[src/logic/gpc_map.svh]
`ifndef GPC_MAP_SVH
`define GPC_MAP_SVH
// register offsets
`define GPC_OFF_DOUT0 8'h00
`define GPC_OFF_DOUT1 8'h04
`define GPC_OFF_STAT0 8'h10
`define GPC_OFF_STAT1 8'h11
`define GPC_OFF_EN0   8'h12
`define GPC_OFF_EN1   8'h13
`define GPC_OFF_CLR0  8'h14
`define GPC_OFF_CLR1  8'h15
`define GPC_OFF_SEL   8'hF0
`define GPC_OFF_CFG1  8'hF1
`define GPC_OFF_EVR   8'hF2
`define GPC_OFF_CFG2  8'hF3
// field positions
`define GPC_SEL_PORT_LO 4
`define GPC_SEL_PIN_LO  0
`define GPC_SEL_MASK    8'h77
`define GPC_B_PDN  7
`define GPC_B_DBNC 6
`define GPC_B_POL  5
`define GPC_B_LVL  4
`define GPC_B_LOCK 3
`define GPC_B_PUP  2
`define GPC_B_PP   1
`define GPC_B_DRV  0
`define GPC_B_SMI  1
`define GPC_B_IRQ  0
`define GPC_B_VDDL 4
`define GPC_NOEVT_PIN 13
// reset values, bit n = pin index port*8+pin
`define GPC_PUP_RST  16'h8E7E
`define GPC_PDN_RST  16'h1081
`define GPC_VDDL_RST 16'h0601
// debounce interval, a least time so it rounds up
`define GPC_DBNC_NS  16000
`define GPC_CLK_MHZ  250
`define GPC_DBNC_CYC ((`GPC_DBNC_NS * `GPC_CLK_MHZ + 999) / 1000)
`endif

[src/logic/gpc_pkg.sv]
package gpc_pkg;
	// event detector state of one pin
	typedef struct packed {
		logic        s1;
		logic        s2;
		logic        filt;
		logic        prev;
		logic [15:0] cnt;
		logic        evt;
	} gpc_det_t;

	// whole register and pin state of the block
	typedef struct packed {
		logic [7:0]       sel;
		logic [15:0][7:0] cfg;
		logic [15:0][1:0] evr;
		logic [15:0]      vddl;
		logic [15:0]      dout;
		logic [15:0]      stat;
		logic [15:0]      en;
		logic [7:0]       rd;
		logic             irq;
		logic             smi;
		logic [15:0]      pinDat;
		logic [15:0]      pinOeN;
	} gpc_state_t;
endpackage

[src/logic/gpc_evt_detect.sv]
`timescale 1ns/10ps
module gpc_evt_detect
	import gpc_pkg::*;
#(
	parameter int DBNC_CYCLES = 4000
) (
	input  wire logic core_clk,
	input  wire logic rstn,
	input  wire logic pinIn,
	input  wire logic dbncEn,
	input  wire logic polHigh,
	input  wire logic levelMode,
	output logic      evt
);
	gpc_det_t r;
	gpc_det_t next_r;
	logic     active;

	// the interval counter is only 16 bits wide
	if (DBNC_CYCLES < 1 || DBNC_CYCLES > 65535) begin : g_bad_dbnc
		$error("debounce count must fit the 16-bit counter");
	end

	// pin is synchronised, optionally filtered, then compared with polarity
	always_comb begin
		next_r = r;
		next_r.s1 = pinIn;
		next_r.s2 = r.s1;
		if (!dbncEn) begin
			next_r.filt = r.s2;
			next_r.cnt = 16'h0000;
		end else if (r.s2 == r.filt) begin
			next_r.cnt = 16'h0000; // a bounce back restarts the interval
		end else if (r.cnt == 16'(DBNC_CYCLES - 1)) begin
			next_r.filt = r.s2;
			next_r.cnt = 16'h0000;
		end else begin
			next_r.cnt = r.cnt + 16'h0001;
		end
		next_r.prev = r.filt;
		active = polHigh ? r.filt : !r.filt;
		if (levelMode) begin
			next_r.evt = active;
		end else begin
			next_r.evt = (r.filt != r.prev) && active;
		end
	end

	always_ff @(posedge core_clk or negedge rstn) begin
		if (!rstn) begin
			r <= '0;
		end else begin
			r <= next_r;
		end
	end

	assign evt = r.evt;

	property p_dbnc_wait;
		@(posedge core_clk) disable iff (!rstn)
		$past(dbncEn) && $changed(r.filt) |-> $past(r.cnt) == 16'(DBNC_CYCLES - 1);
	endproperty
	a_dbnc_wait: assert property (p_dbnc_wait)
		else $error("debounced level moved before the interval ended");

	property p_level_evt;
		@(posedge core_clk) disable iff (!rstn)
		levelMode |=> r.evt == ($past(polHigh) ? $past(r.filt) : !$past(r.filt));
	endproperty
	a_level_evt: assert property (p_level_evt)
		else $error("level event does not follow polarity");
endmodule

[src/logic/gpc_pin_config.sv]
`timescale 1ns/10ps
`include "gpc_map.svh"
module gpc_pin_config
	import gpc_pkg::*;
#(
	parameter int DBNC_CYCLES = `GPC_DBNC_CYC
) (
	input  wire logic        core_clk,
	input  wire logic        rstn,
	input  wire logic [7:0]  addr,
	input  wire logic [7:0]  wrData,
	input  wire logic        wrStb,
	input  wire logic        rdStb,
	output logic      [7:0]  rdData,
	input  wire logic [15:0] pinIn,
	output logic      [15:0] pinDat,
	output logic      [15:0] pinOeN,
	output logic      [15:0] pullupEn,
	output logic      [15:0] pulldownEn,
	output logic      [15:0] vddLoad,
	output logic             irq,
	output logic             smi
);
	if (DBNC_CYCLES < 1 || DBNC_CYCLES > 65535) begin : g_bad_dbnc
		$error("debounce count must fit the 16-bit counter");
	end

	// pin index = port*8 + pin
	function automatic logic [3:0] selIdx(input logic [7:0] sel);
		return {sel[`GPC_SEL_PORT_LO], sel[`GPC_SEL_PIN_LO +: 3]};
	endfunction

	// only ports 0 and 1 exist, other port codes are reserved
	function automatic logic selOk(input logic [7:0] sel);
		return sel[`GPC_SEL_PORT_LO +: 3] <= 3'h1;
	endfunction

	// lock-aware merge of a configuration write
	function automatic logic [7:0] cfgMerge(
		input logic [7:0] old,
		input logic [7:0] wd,
		input logic       noEvt
	);
		logic [7:0] m;
		m = old;
		if (!old[`GPC_B_LOCK]) begin
			m[`GPC_B_PDN] = wd[`GPC_B_PDN];
			m[`GPC_B_PUP] = wd[`GPC_B_PUP];
			m[`GPC_B_PP] = wd[`GPC_B_PP];
			m[`GPC_B_DRV] = wd[`GPC_B_DRV];
			m[`GPC_B_LOCK] = wd[`GPC_B_LOCK];
		end
		if (!noEvt) begin
			m[`GPC_B_DBNC] = wd[`GPC_B_DBNC];
			m[`GPC_B_POL] = wd[`GPC_B_POL];
			m[`GPC_B_LVL] = wd[`GPC_B_LVL];
		end
		return m;
	endfunction

	// reset image: everything zero except pull table, vdd loads, idle drivers
	function automatic gpc_state_t rstState();
		gpc_state_t s;
		s = '0;
		for (int i = 0; i < 16; i++) begin
			s.cfg[i][`GPC_B_PUP] = 1'(`GPC_PUP_RST >> i);
			s.cfg[i][`GPC_B_PDN] = 1'(`GPC_PDN_RST >> i);
		end
		s.vddl = `GPC_VDDL_RST;
		s.pinOeN = 16'hFFFF;
		return s;
	endfunction

	localparam gpc_state_t RST_STATE = rstState();

	gpc_state_t  r;
	gpc_state_t  next_r;
	logic [15:0] evtVec;

	// one detector per event-capable pin
	for (genvar g = 0; g < 16; g++) begin : g_det
		if (g == `GPC_NOEVT_PIN) begin : g_none
			assign evtVec[g] = 1'b0;
		end else begin : g_evt
			gpc_evt_detect #(
				.DBNC_CYCLES (DBNC_CYCLES)
			) u_det (
				.core_clk  (core_clk),
				.rstn      (rstn),
				.pinIn     (pinIn[g]),
				.dbncEn    (r.cfg[g][`GPC_B_DBNC]),
				.polHigh   (r.cfg[g][`GPC_B_POL]),
				.levelMode (r.cfg[g][`GPC_B_LVL]),
				.evt       (evtVec[g])
			);
		end
	end

	// register writes and reads, sticky status, pin drivers
	always_comb begin
		logic [3:0]  idx;
		logic        ok;
		logic        locked;
		logic [3:0]  pi;
		logic [15:0] clr;
		logic        irqAny;
		logic        smiAny;
		next_r = r;
		idx = selIdx(r.sel);
		ok = selOk(r.sel);
		locked = r.cfg[idx][`GPC_B_LOCK];
		pi = 4'h0;
		clr = 16'h0000;
		irqAny = 1'b0;
		smiAny = 1'b0;
		next_r.rd = 8'h00;
		if (wrStb) begin
			case (addr)
				`GPC_OFF_SEL: begin
					next_r.sel = wrData & `GPC_SEL_MASK;
				end
				`GPC_OFF_CFG1: begin
					if (ok) begin
						next_r.cfg[idx] = cfgMerge(r.cfg[idx], wrData,
							idx == 4'(`GPC_NOEVT_PIN));
					end
				end
				`GPC_OFF_EVR: begin
					if (ok) begin
						next_r.evr[idx] = wrData[1:0];
					end
				end
				`GPC_OFF_CFG2: begin
					if (ok && !locked) begin
						next_r.vddl[idx] = wrData[`GPC_B_VDDL];
					end
				end
				`GPC_OFF_DOUT0, `GPC_OFF_DOUT1: begin
					for (int i = 0; i < 8; i++) begin
						pi = {addr == `GPC_OFF_DOUT1, 3'(i)};
						if (!r.cfg[pi][`GPC_B_LOCK]) begin
							next_r.dout[pi] = wrData[i];
						end
					end
				end
				`GPC_OFF_EN0: begin
					next_r.en[7:0] = wrData;
				end
				`GPC_OFF_EN1: begin
					next_r.en[15:8] = wrData;
				end
				`GPC_OFF_CLR0: begin
					clr[7:0] = wrData;
				end
				`GPC_OFF_CLR1: begin
					clr[15:8] = wrData;
				end
				default: begin
				end
			endcase
		end
		if (rdStb) begin
			case (addr)
				`GPC_OFF_SEL: begin
					next_r.rd = r.sel;
				end
				`GPC_OFF_CFG1: begin
					next_r.rd = ok ? r.cfg[idx] : 8'h00;
				end
				`GPC_OFF_EVR: begin
					next_r.rd = ok ? {6'h00, r.evr[idx]} : 8'h00;
				end
				`GPC_OFF_CFG2: begin
					next_r.rd = ok ? {3'h0, r.vddl[idx], 4'h0} : 8'h00;
				end
				`GPC_OFF_DOUT0: begin
					next_r.rd = r.dout[7:0];
				end
				`GPC_OFF_DOUT1: begin
					next_r.rd = r.dout[15:8];
				end
				`GPC_OFF_STAT0: begin
					next_r.rd = r.stat[7:0];
				end
				`GPC_OFF_STAT1: begin
					next_r.rd = r.stat[15:8];
				end
				`GPC_OFF_EN0: begin
					next_r.rd = r.en[7:0];
				end
				`GPC_OFF_EN1: begin
					next_r.rd = r.en[15:8];
				end
				default: begin
					next_r.rd = 8'h00; // clear registers are write-only
				end
			endcase
		end
		// a new event beats a clear landing in the same cycle
		next_r.stat = (r.stat & ~clr) | evtVec;
		for (int i = 0; i < 16; i++) begin
			irqAny = irqAny | (next_r.stat[i] & next_r.en[i]
				& next_r.evr[i][`GPC_B_IRQ]);
			smiAny = smiAny | (next_r.stat[i] & next_r.en[i]
				& next_r.evr[i][`GPC_B_SMI]);
			// open-drain only ever pulls low, so it drives when data is 0
			next_r.pinDat[i] = next_r.cfg[i][`GPC_B_PP] & next_r.dout[i];
			next_r.pinOeN[i] = !(next_r.cfg[i][`GPC_B_DRV]
				& (next_r.cfg[i][`GPC_B_PP] | !next_r.dout[i]));
		end
		next_r.irq = irqAny;
		next_r.smi = smiAny;
	end

	// lock survives everything but this reset
	always_ff @(posedge core_clk or negedge rstn) begin
		if (!rstn) begin
			r <= RST_STATE;
		end else begin
			r <= next_r;
		end
	end

	// pull controls come straight from the stored configuration bits
	always_comb begin
		for (int i = 0; i < 16; i++) begin
			pullupEn[i] = r.cfg[i][`GPC_B_PUP];
			pulldownEn[i] = r.cfg[i][`GPC_B_PDN];
		end
	end

	assign rdData = r.rd;
	assign pinDat = r.pinDat;
	assign pinOeN = r.pinOeN;
	assign vddLoad = r.vddl;
	assign irq = r.irq;
	assign smi = r.smi;

	// helpers read only by the checks below
	logic [7:0]  selCfg;
	logic [3:0]  selPin;
	logic [15:0] routeIrq;
	logic [15:0] routeSmi;
	assign selCfg = r.cfg[selIdx(r.sel)];
	assign selPin = selIdx(r.sel);
	for (genvar g = 0; g < 16; g++) begin : g_route
		assign routeIrq[g] = r.evr[g][`GPC_B_IRQ];
		assign routeSmi[g] = r.evr[g][`GPC_B_SMI];
	end

	property p_sel_write;
		@(posedge core_clk) disable iff (!rstn)
		wrStb && addr == `GPC_OFF_SEL |=> r.sel == ($past(wrData) & `GPC_SEL_MASK);
	endproperty
	a_sel_write: assert property (p_sel_write)
		else $error("selector write not stored");

	property p_cfg_read;
		@(posedge core_clk) disable iff (!rstn)
		rdStb && addr == `GPC_OFF_CFG1 && selOk(r.sel) |=> rdData == $past(selCfg);
	endproperty
	a_cfg_read: assert property (p_cfg_read)
		else $error("config read returned another pin");

	property p_pull_write;
		@(posedge core_clk) disable iff (!rstn)
		wrStb && addr == `GPC_OFF_CFG1 && selOk(r.sel) && !selCfg[`GPC_B_LOCK]
		|=> pullupEn[$past(selPin)] == $past(wrData[`GPC_B_PUP])
		&& pulldownEn[$past(selPin)] == $past(wrData[`GPC_B_PDN]);
	endproperty
	a_pull_write: assert property (p_pull_write)
		else $error("pull controls not updated by write");

	property p_pull_reset;
		@(posedge core_clk) disable iff (!rstn)
		$rose(rstn) |-> pullupEn == `GPC_PUP_RST && pulldownEn == `GPC_PDN_RST;
	endproperty
	a_pull_reset: assert property (p_pull_reset)
		else $error("pull reset values wrong");

	property p_noevt;
		@(posedge core_clk) disable iff (!rstn)
		1'b1 |-> r.cfg[`GPC_NOEVT_PIN][`GPC_B_DBNC:`GPC_B_LVL] == 3'h0;
	endproperty
	a_noevt: assert property (p_noevt)
		else $error("event bits of the eventless pin changed");

	property p_od;
		@(posedge core_clk) disable iff (!rstn)
		!pinOeN[0] && !r.cfg[0][`GPC_B_PP] |-> !pinDat[0] && !r.dout[0];
	endproperty
	a_od: assert property (p_od)
		else $error("open-drain pin driven high");

	property p_drv;
		@(posedge core_clk) disable iff (!rstn)
		!pinOeN[1] |-> r.cfg[1][`GPC_B_DRV];
	endproperty
	a_drv: assert property (p_drv)
		else $error("pin driven while driver disabled");

	property p_lock_write;
		@(posedge core_clk) disable iff (!rstn)
		wrStb && addr == `GPC_OFF_CFG1 && selOk(r.sel) && selCfg[`GPC_B_LOCK]
		|=> selCfg[3:0] == $past(selCfg[3:0])
		&& selCfg[`GPC_B_PDN] == $past(selCfg[`GPC_B_PDN]);
	endproperty
	a_lock_write: assert property (p_lock_write)
		else $error("locked config bits were written");

	property p_lock_hold;
		@(posedge core_clk) disable iff (!rstn)
		r.cfg[3][`GPC_B_LOCK] |=> r.cfg[3][`GPC_B_LOCK];
	endproperty
	a_lock_hold: assert property (p_lock_hold)
		else $error("lock fell without reset");

	property p_evr_read;
		@(posedge core_clk) disable iff (!rstn)
		rdStb && addr == `GPC_OFF_EVR |=> rdData[7:2] == 6'h00;
	endproperty
	a_evr_read: assert property (p_evr_read)
		else $error("reserved routing bits read nonzero");

	property p_route;
		@(posedge core_clk) disable iff (!rstn)
		1'b1 |-> irq == ((r.stat & r.en & routeIrq) != 16'h0000)
		&& smi == ((r.stat & r.en & routeSmi) != 16'h0000);
	endproperty
	a_route: assert property (p_route)
		else $error("interrupt without a routed enabled event");

	property p_set_wins;
		@(posedge core_clk) disable iff (!rstn)
		$past(evtVec[0]) |-> r.stat[0];
	endproperty
	a_set_wins: assert property (p_set_wins)
		else $error("event lost against clear");
endmodule

[config.mk]
export PLATFORM = sky130hd
export DESIGN_NAME = gpc_pin_config
export DESIGN_NICKNAME = d
export VERILOG_FILES = /design/src/logic/gpc_pkg.sv /design/src/logic/gpc_evt_detect.sv /design/src/logic/gpc_pin_config.sv
export VERILOG_INCLUDE_DIRS = /design/src /design/src/logic
export SDC_FILE = /design/constraint.sdc
export NUM_CORES = 1
export LEC_CHECK = 0
export BUFFER_PORTS_ARGS = -buffer_cell sky130_fd_sc_hd__clkbuf_2
export CAP_MARGIN = 20
export CORE_MARGIN = 8
export CORE_UTILIZATION = 56
export DETAILED_ROUTE_END_ITERATION = 12
export GPL_TIMING_DRIVEN = 0
export PLACE_DENSITY = 0.76
export SYNTH_ARGS = -nofsm -noshare
export SYNTH_HDL_FRONTEND = slang
export SYNTH_HIERARCHICAL = 1
export SYNTH_SLANG_ARGS = --single-unit
[constraint.sdc]
create_clock -name core_clk -period 2.5 [get_ports core_clk]
set_clock_uncertainty 0.1 [all_clocks]
set_input_delay 0.25 -clock core_clk [delete_from_list [all_inputs] [get_ports core_clk]]
set_output_delay 0.25 -clock core_clk [all_outputs]
set_load 0.005 [all_outputs]
Word-level counts from Yosys, hierarchy flattened
Cells that the tools add are included.

storage, ports and cells
  bits in read-only memories = 0
  flip-flop bits (word level) = 587
  memories kept = 0
  logic and storage cells = 719
  RAM bits = 0
  latch bits = 0
  output and inout bits = 90
  bits of input ports = 36

cells by class
  eq/ne operators = 87
  order comparisons = 19
  div/mod/pow operators = 0
  multiply operators = 0
  reductions and logical operators = 93
  bitwise logic cells = 129
  multiplexer cells = 228
  add/subtract/negate cells = 15
  shift operators = 0

operator list
  operator                 count
  $mux W16                 72
  $mux W122                2
  $add A16 B1 Y16 const B  15
  $eq A16 B12 Y1 const B   15
  $mux W186                1
  $bwmux W16               9
  $bwmux W128              1
  $mux W1                  89
  $and A1 B1 Y1            80
  $mux W4                  20
  $pmux W8 S10             1
  $mux W32                 2
  $mux W8                  8
  $eq A8 B5 Y1 const B     6
  $logic_not A1 Y1         48
  $or A1 B1 Y1             46
  $lt A4 B5 Y1 const B     9
  $ge A4 B1 Y1 const B     9
  $bmux W8 S4              1
  $bwmux W32               1
  $demux W8 S4             1
  $eq A8 B8 Y1 const B     4
  $reduce_and A2 Y1        16
  $ne A2 B1 Y1 const B     15
  21 further kinds         100

Longest topological paths before layout
Gate-level depths: netlist (run 1).

  word-level depth = 53
  mapped depth = 9
  depth with buffers taken out = 6

By module
The synthesis (run 1) kept the hierarchy.

modules (own cells, without submodules)
  module          instances  sequential area each (um2)  area an instance (um2)  cells each
  gpc_evt_detect  15         525.5                       967.2                   95
  gpc_pin_config  1          6846.6                      13664.4                 1290

Worst setup path after synthesis (run 1)
Ideal clock, no wire load.

  kind = register to register
  start point = register r[266] (netlist name)
  end point = register r (netlist bit vddLoad[13])
  cell stages (with the launch flop) = 9
  slack = -0.191 ns
  data arrival time = 2.464 ns
  path buffers = 2
  period minus slack after synthesis = 2.691 ns
  cell sequence = dfrtp_1 buf_6 mux4_2 a22oi_2 nand2_2 or4_4 buf_6 nor2_4 mux2_1

RTL lines
  what                    RTL line               source
  end signal: assignment  gpc_pin_config.sv:220  r <= next_r;
  end: declaration        gpc_pin_config.sv:76   gpc_state_t r;

==> flow_summary_export.csv, run 1 <==
group,metric,value,unit
status,status,"complete, but fails checks",
status,violations,"setup timing",
die,die_area,57700,um2
clocking,cts_sinks,587,
synth,syn_avg_cell_area,10.4,um2
critical_path,critical-path-slowest-cell,"mux2i_1",
clocking,htreeDepth,2,
routing,wl_per_cell,22.2,um
routing,post-route-drc-count,0,
cells_and_area,fin_area,34300,um2
timing,min_period,3060,ps
critical_path,crit_required,2950,ps
synth,synth_area_leader_cell,"dfrtp_1",
synth,synth.most_common_cell,"dfrtp_1",
die,fp.dieH,240,um
global_route,grt_pass1_vias,22312,
routing,drt-total-wl,82700,um
timing,finalCritPeriodShare,123,%
synth,ys_seq_elements,587,
job,max_cap_viol_count,0,
routing,vias_per_cell,6.05,
global_route,antenna_found_initial,0,
cells_and_area,final_nets,3060,
timing,setup_slack,-563,ps
synth,postSynthCellCount,2715,
die,die_w,240,um
timing,rsz0062_at_grt,"true",
placement,routabilityCongestion,0.955,
global_route,grt_use_total,27.8,%
global_route,gr-total-overflow,0,
global_route,grt_first_pass_wirelength,126000,um
clocking,cts_tree,"done",
synth,ys_top_cells_by_count,"dfrtp_1 (555), nor2_1 (451), a21oi_1 (170), xnor2_1 (165), nand2_1 (149)",
routing,drt_iter0_markers,2039,
synth,synth_async_sr_flop_share,100,%
clocking,ctsRootBufferMaster,"clkbuf_16",
synth,synth_top_cell_area_share,49.3,%
synth,seq_area_frac_synth,52.3,%
power_and_ir_drop,p_leak,14.2,nW
synth,synth_ff_type,"dfrtp_1",
critical_path,crit_family,"simple AND/OR/NAND/NOR gates",
cells_and_area,syn2layout_area_growth,21.9,%
die,start_util,56.5,%
timing,drv_slew,0,
clocking,cts-buffers-inserted,60,
power_and_ir_drop,powerDensity,589,nW/um2
timing,slew_headroom,24.8,%
critical_path,crit_chain,"clkbuf_2, or4_1, nor3_2, nand3b_1, mux2i_1, o21ai_0, a2bb2oi_2",
cells_and_area,fill_cells,3576,
power_and_ir_drop,finalPower,20.2,mW
routing,drtAntennaViolNets,0,
clocking,cts_buffer_depth,3,
clocking,worstSkewPairLatency,630,ps
power_and_ir_drop,vdd_drop_max,0.000590,V
critical_path,slowest_delay,920,ps
placement,placed_area,29900,um2
cells_and_area,antenna_cells,0,
global_route,grt_max_degree,98,
critical_path,cp-end-kind,"flop",
timing,max_clock_freq,326,MHz
synth,synth_top_cells_by_area,"dfrtp_1 (49%), nor2_1 (6.0%), xnor2_1 (5.1%)",
die,num_rows,82,
critical_path,worst-setup-path-type,"input pin to flop",
timing,tightestPinTransition,1100,ps
timing,setup_viol,167,
routing,drt_first_pass_iters,8,
critical_path,startpoint_type,"input pin",
synth,synth_edf_count,0,
synth,yosys_warnings,6,
placement,hpwl,56900,um
clocking,clkTransAtPathRegs,60,ps
critical_path,crit_fanout,8,
placement,port_buffers,118,
synth,synth_cell_types,67,
die,core_area,49900,um2
critical_path,critPathArrivalTime,3510,ps
timing,hold_violations,0,
worst_hold_path,hold_path_class,"input pin to flop",
routing,routed-via-count,22551,
synth,syn_area,28200,um2
die,num_io_pins,126,
synth,synth_nets,2766,
critical_path,cp_num_buf_inv,1,
cells_and_area,drive_above_1_share,26.2,%
-- stage by stage --
stage	worst slack [ps]	hold slack [ps]	util (%)	cells	TNS (ps)
3_3_place_gp	-12210	238	59.5	3505	-7154680
3_5_place_dp	-1460	196	59.9	3514	-174760
2_1_floorplan	-76.4	-146	-	2715	-1880
6_report	-563	40.6	68.9	3730	-46480
5_1_grt	-565	68.1	68.9	3730	-47800
4_1_cts	-322	3.99	66.5	3680	-31990
-- registers in the layout, summed over array words and instances (netlist names), 16 cells and up --
signal / cells
pinDat: 16
pinOeN: 16
g_det.g_evt.u_det/next_r: 30
r: 182
pullupEn: 16
g_det.g_evt.u_det/r: 270
pulldownEn: 16
vddLoad: 16
-- area by class of cell --
cell class / instances / area [um2] / share of cell area [%]
Tap cell: 672 / 841 / 2.45
Clock buffer: 86 / 1770 / 5.16
Buffer: 190 / 1500 / 4.36
Multi-Input combinational cell: 1848 / 13000 / 37.8
Inverter: 87 / 330 / 0.962
Timing Repair Buffer: 235 / 1930 / 5.62
Sequential cell: 587 / 14700 / 42.9
Clock inverter: 25 / 269 / 0.783
-- cell families after synthesis --
logic type | after synthesis | share of synthesized area [%]
and+or+nand+nor | 1159 | 20.7
muxes | 118 | 6.72
buffers and inverters | 280 | 5.49
DFF | 587 | 52.3
xor gates and xnor gates | 210 | 6.53
AOI/OAI and AO/OA | 346 | 7.59
adders and majority gates | 15 | 0.666
-- metal layers --
metal | up-vias | global-route usage (%) | share of wire [%]
met2 | 1022 | 45.0 | 47
met5 | - | 0 | 0
met4 | 0 | 15.3 | 6.7
met1 | 11203 | 35.5 | 39
met3 | 285 | 4.89 | 7.3
li1 | 10041 | - | -
-- worst register-to-register path, delay by kind of cell, from the launching register on --
family | cells | cell delay, ps
DFF | 1 | 430
AOI/OAI and AO/OA | 1 | 70
muxes | 3 | 1410
buffers and inverters | 5 | 740
-- report_power, final --
group,switching [mW],internal [mW]
Clock,3.84,5.33
Sequential,0.125,9.62
Combinational,0.815,0.500
Total,4.78,15.4
-- cell usage in the layout, fill, tap and decap left out, types with 16 or more instances in the layout --
cell type,netlist,routed
nand3_1,134,128
nand2b_1,27,23
inv_1,86,86
or4_1,16,16
dfstp_2,32,32
xnor2_1,165,165
nor2_1,451,430
a21oi_1,170,125
mux2_2,19,17
a21oi_2,1,26
clkbuf_16,0,67
dlygate4sd3_1,0,24
xor2_1,45,45
clkbuf_2,0,136
a21oi_4,0,20
nor4_1,38,34
buf_6,17,48
o21ai_0,46,30
clkbuf_8,0,20
clkinv_2,0,16
or4b_1,17,17
dfrtp_1,555,553
clkbuf_1,57,33
mux2i_1,20,16
mux4_2,52,52
buf_4,91,141
nand3_2,15,18
nand4_1,91,91
nor3_1,87,83
o31ai_1,41,40
nor2_4,10,29
or3_1,35,35
or4_4,16,16
nand2_1,149,137
-- repair_timing --
item	CTS	global route
setup buffers	31	44
hold endpoints to repair	101	0
gates cloned	1	9
gates resized for setup	204	181
hold buffers	24	0
pin swaps	6	51
endpoints found under the setup margin	198	182
-- final timing paths --
check / from / end / slack, ps / cells past startpoint
max: addr[1] / pinOeN[6] / -560 / 7
min: addr[2] / r[52] / 40 / 4
max reg2reg: r[266] / pullupEn[13] / -400 / 9
min reg2reg: g_det[3].g_evt.u_det/next_r[19] / g_det[3].g_evt.u_det/r[19] / 250 / 0
max in group asynchronous: rstn / g_det[7].g_evt.u_det/r[19] / 410 / 5
min in group asynchronous: rstn / g_det[12].g_evt.u_det/r[9] / 90 / 2
No activity file was read; power rests on OpenSTA's default activity.
==> run 2: changes to the inputs <==
--- a/config.mk
+++ b/config.mk
@@ -8,7 +8,7 @@
 export LEC_CHECK = 0
 export BUFFER_PORTS_ARGS = -buffer_cell sky130_fd_sc_hd__clkbuf_2
 export CAP_MARGIN = 20
-export CORE_MARGIN = 8
+export CORE_MARGIN = 2
 export CORE_UTILIZATION = 56
 export DETAILED_ROUTE_END_ITERATION = 12
 export GPL_TIMING_DRIVEN = 0
==> run 2 against run 1 <==
Against the previous run:
- the run still ends with setup timing left
- core utilization is 1.1 points higher
- clock-buffer cell count is 16 higher
- cell area is 1.6% higher
- via count is 2.3% higher
- worst setup slack worse by 23 ps
- clock power is 8.6% higher
- power is 4.0% higher
- critical path depth stayed put
- sequential cell count stayed put
- combinational power hardly changed
- critical endpoint unchanged
- largest cell class unchanged
- largest power group is now clock
==> flow_summary_export.csv, run 2 (synthesis gave the netlist of run 1 again) <==
group,metric,value,unit
clocking,cts_buffer_depth,3,
global_route,grt_max_degree,114,
timing,min_period,3090,ps
worst_hold_path,hold_path_class,"input pin to flop",
cells_and_area,antenna_cells,0,
routing,routed-via-count,23068,
power_and_ir_drop,finalPower,21.0,mW
routing,post-route-drc-count,0,
clocking,cts_tree,"done",
die,die_area,52100,um2
status,status,"complete, but fails checks",
clocking,clkTransAtPathRegs,60,ps
cells_and_area,syn2layout_area_growth,23.8,%
cells_and_area,finalNonFillerCells,3746,
critical_path,critPathArrivalTime,3510,ps
worst_hold_path,worstHoldStart,"wrData[6]",
die,num_io_pins,126,
die,die_w,228,um
timing,hold_violations,0,
cells_and_area,fill_cells,3460,
global_route,grt_first_pass_wirelength,130000,um
critical_path,r2r-start,"r[266]",
critical_path,worst-setup-path-type,"input pin to flop",
timing,slew_headroom,22.1,%
timing,drv_slew,0,
clocking,cts-buffers-inserted,66,
routing,drt_iter0_markers,2857,
placement,routabilityCongestion,0.997,
power_and_ir_drop,p_leak,14.4,nW
placement,post-place-cells,3511,
cells_and_area,largest_register,"g_det.g_evt.u_det/r",
power_and_ir_drop,vdd_drop_max,0.000453,V
timing,tightestPinTransition,1140,ps
critical_path,ff2ff_path_depth,11,
critical_path,reg2reg_slack,-520,ps
worst_hold_path,holdPathEnd,"r[48]",
placement,hpwl,55500,um
cells_and_area,final_cell_mix,"dfrtp_1 (553), nor2_1 (429), xnor2_1 (165), buf_4 (145), nand2_1 (135)",
timing,max_clock_freq,324,MHz
critical_path,crit_required,2920,ps
die,num_rows,82,
global_route,grt_pass1_vias,22888,
routing,drt-total-wl,85900,um
global_route,grt_use_total,32.0,%
cells_and_area,final_nets,3073,
routing,wl_per_cell,22.9,um
clocking,cts_sinks,587,
die,core_area,49900,um2
routing,vias_per_cell,6.16,
timing,finalCritPeriodShare,123,%
cells_and_area,largest_reg_flops,270,
global_route,gr-total-overflow,0,
job,max_cap_viol_count,0,
cells_and_area,layout_commonest_cell,"dfrtp_1",
critical_path,startpoint_type,"input pin",
cells_and_area,drive_above_1_share,28.6,%
timing,setup_viol,171,
clocking,worstSkewPairLatency,610,ps
clocking,ctsRootBufferMaster,"clkbuf_16",
global_route,antenna_found_initial,0,
die,fp.dieH,228,um
power_and_ir_drop,powerDensity,603,nW/um2
routing,drtAntennaViolNets,0,
status,violations,"setup timing",
timing,setup_slack,-587,ps
critical_path,r2r_end,"r[194]",
clocking,htreeDepth,3,
timing,rsz0062_at_grt,"true",
worst_hold_path,whs_path_depth,3,
placement,port_buffers,118,
routing,drt_first_pass_iters,9,
critical_path,crit_fanout,8,
critical_path,cp-end-kind,"flop",
die,start_util,56.5,%
[run 2: metrics by stage]
step                setup WS (ps)   TNS, ps  hold slack [ps]  util, %  cell area [um2]
floorplan                   -76.4     -1880             -146        -            28300
global placement           -12240  -7153450              236     59.5            29700
detailed placement          -1430   -164690              236     59.8            29800
CTS                          -254    -23010             6.00     68.3            34000
global route                 -524    -39900             48.1     69.9            34900
finish                       -587    -40570             53.2     69.9            34900
[run 2: cell type report]
type                    count  area (um2)  share of cell area (%)
plain buffers             191        1530                    4.38
clock buffers             102        2050                    5.89
clock inverters            18         180                   0.517
inverters                  87         327                   0.936
multi-input cells        1848       13300                    38.1
flip-flops and latches    587       14700                    42.2
well taps                 672         841                    2.41
repair buffers            241        1940                    5.55
[run 2: what timing repair did]
action                                 4_1_cts  5_1_grt
gates cloned                                 9        4
setup buffers                               43       48
setup endpoints to repair                  204      184
endpoints found under the hold margin      109        0
resized for setup                          343      141
pin swaps                                   68       53
hold buffers                                20        0
[run 2: routing by layer]
layer	wire, um	track usage, %	part of all wire, %	vias up
li1	-	-	-	10080
met1	32700	40.9	38	11438
met2	40100	50.4	47	1199
met3	7100	6.15	8.3	351
met4	6040	20.6	7.0	0
met5	0	0	0	-
[run 2: power by group]
| part | internal, mW | switching (mW) |
|---|---|---|
| clock | 5.97 | 3.99 |
| combinational | 0.477 | 0.842 |
| sequential | 9.62 | 0.128 |
[run 2: how the worst max path moves through the flow]
stage               depth (start not counted)  slack, ps                               to    start
floorplan                                   9        -80                        rdData[4]   r[266]
global placement                            1     -12240  g_det[7].g_evt.u_det/next_r[19]     rstn
detailed placement                          9      -1430                        pinOeN[7]   r[267]
CTS                                        10       -250                    pulldownEn[4]   r[266]
global route                               11       -520                           r[194]   r[266]
finish                                      7       -590                        pinOeN[6]  addr[1]
[run 2: critical path, stage by stage]
cell	delay (ps)
clkbuf_2	150
or4_1	630
nor3_4	520
nand3b_1	420
mux2i_1	970
o21ai_0	320
a2bb2oi_2	220
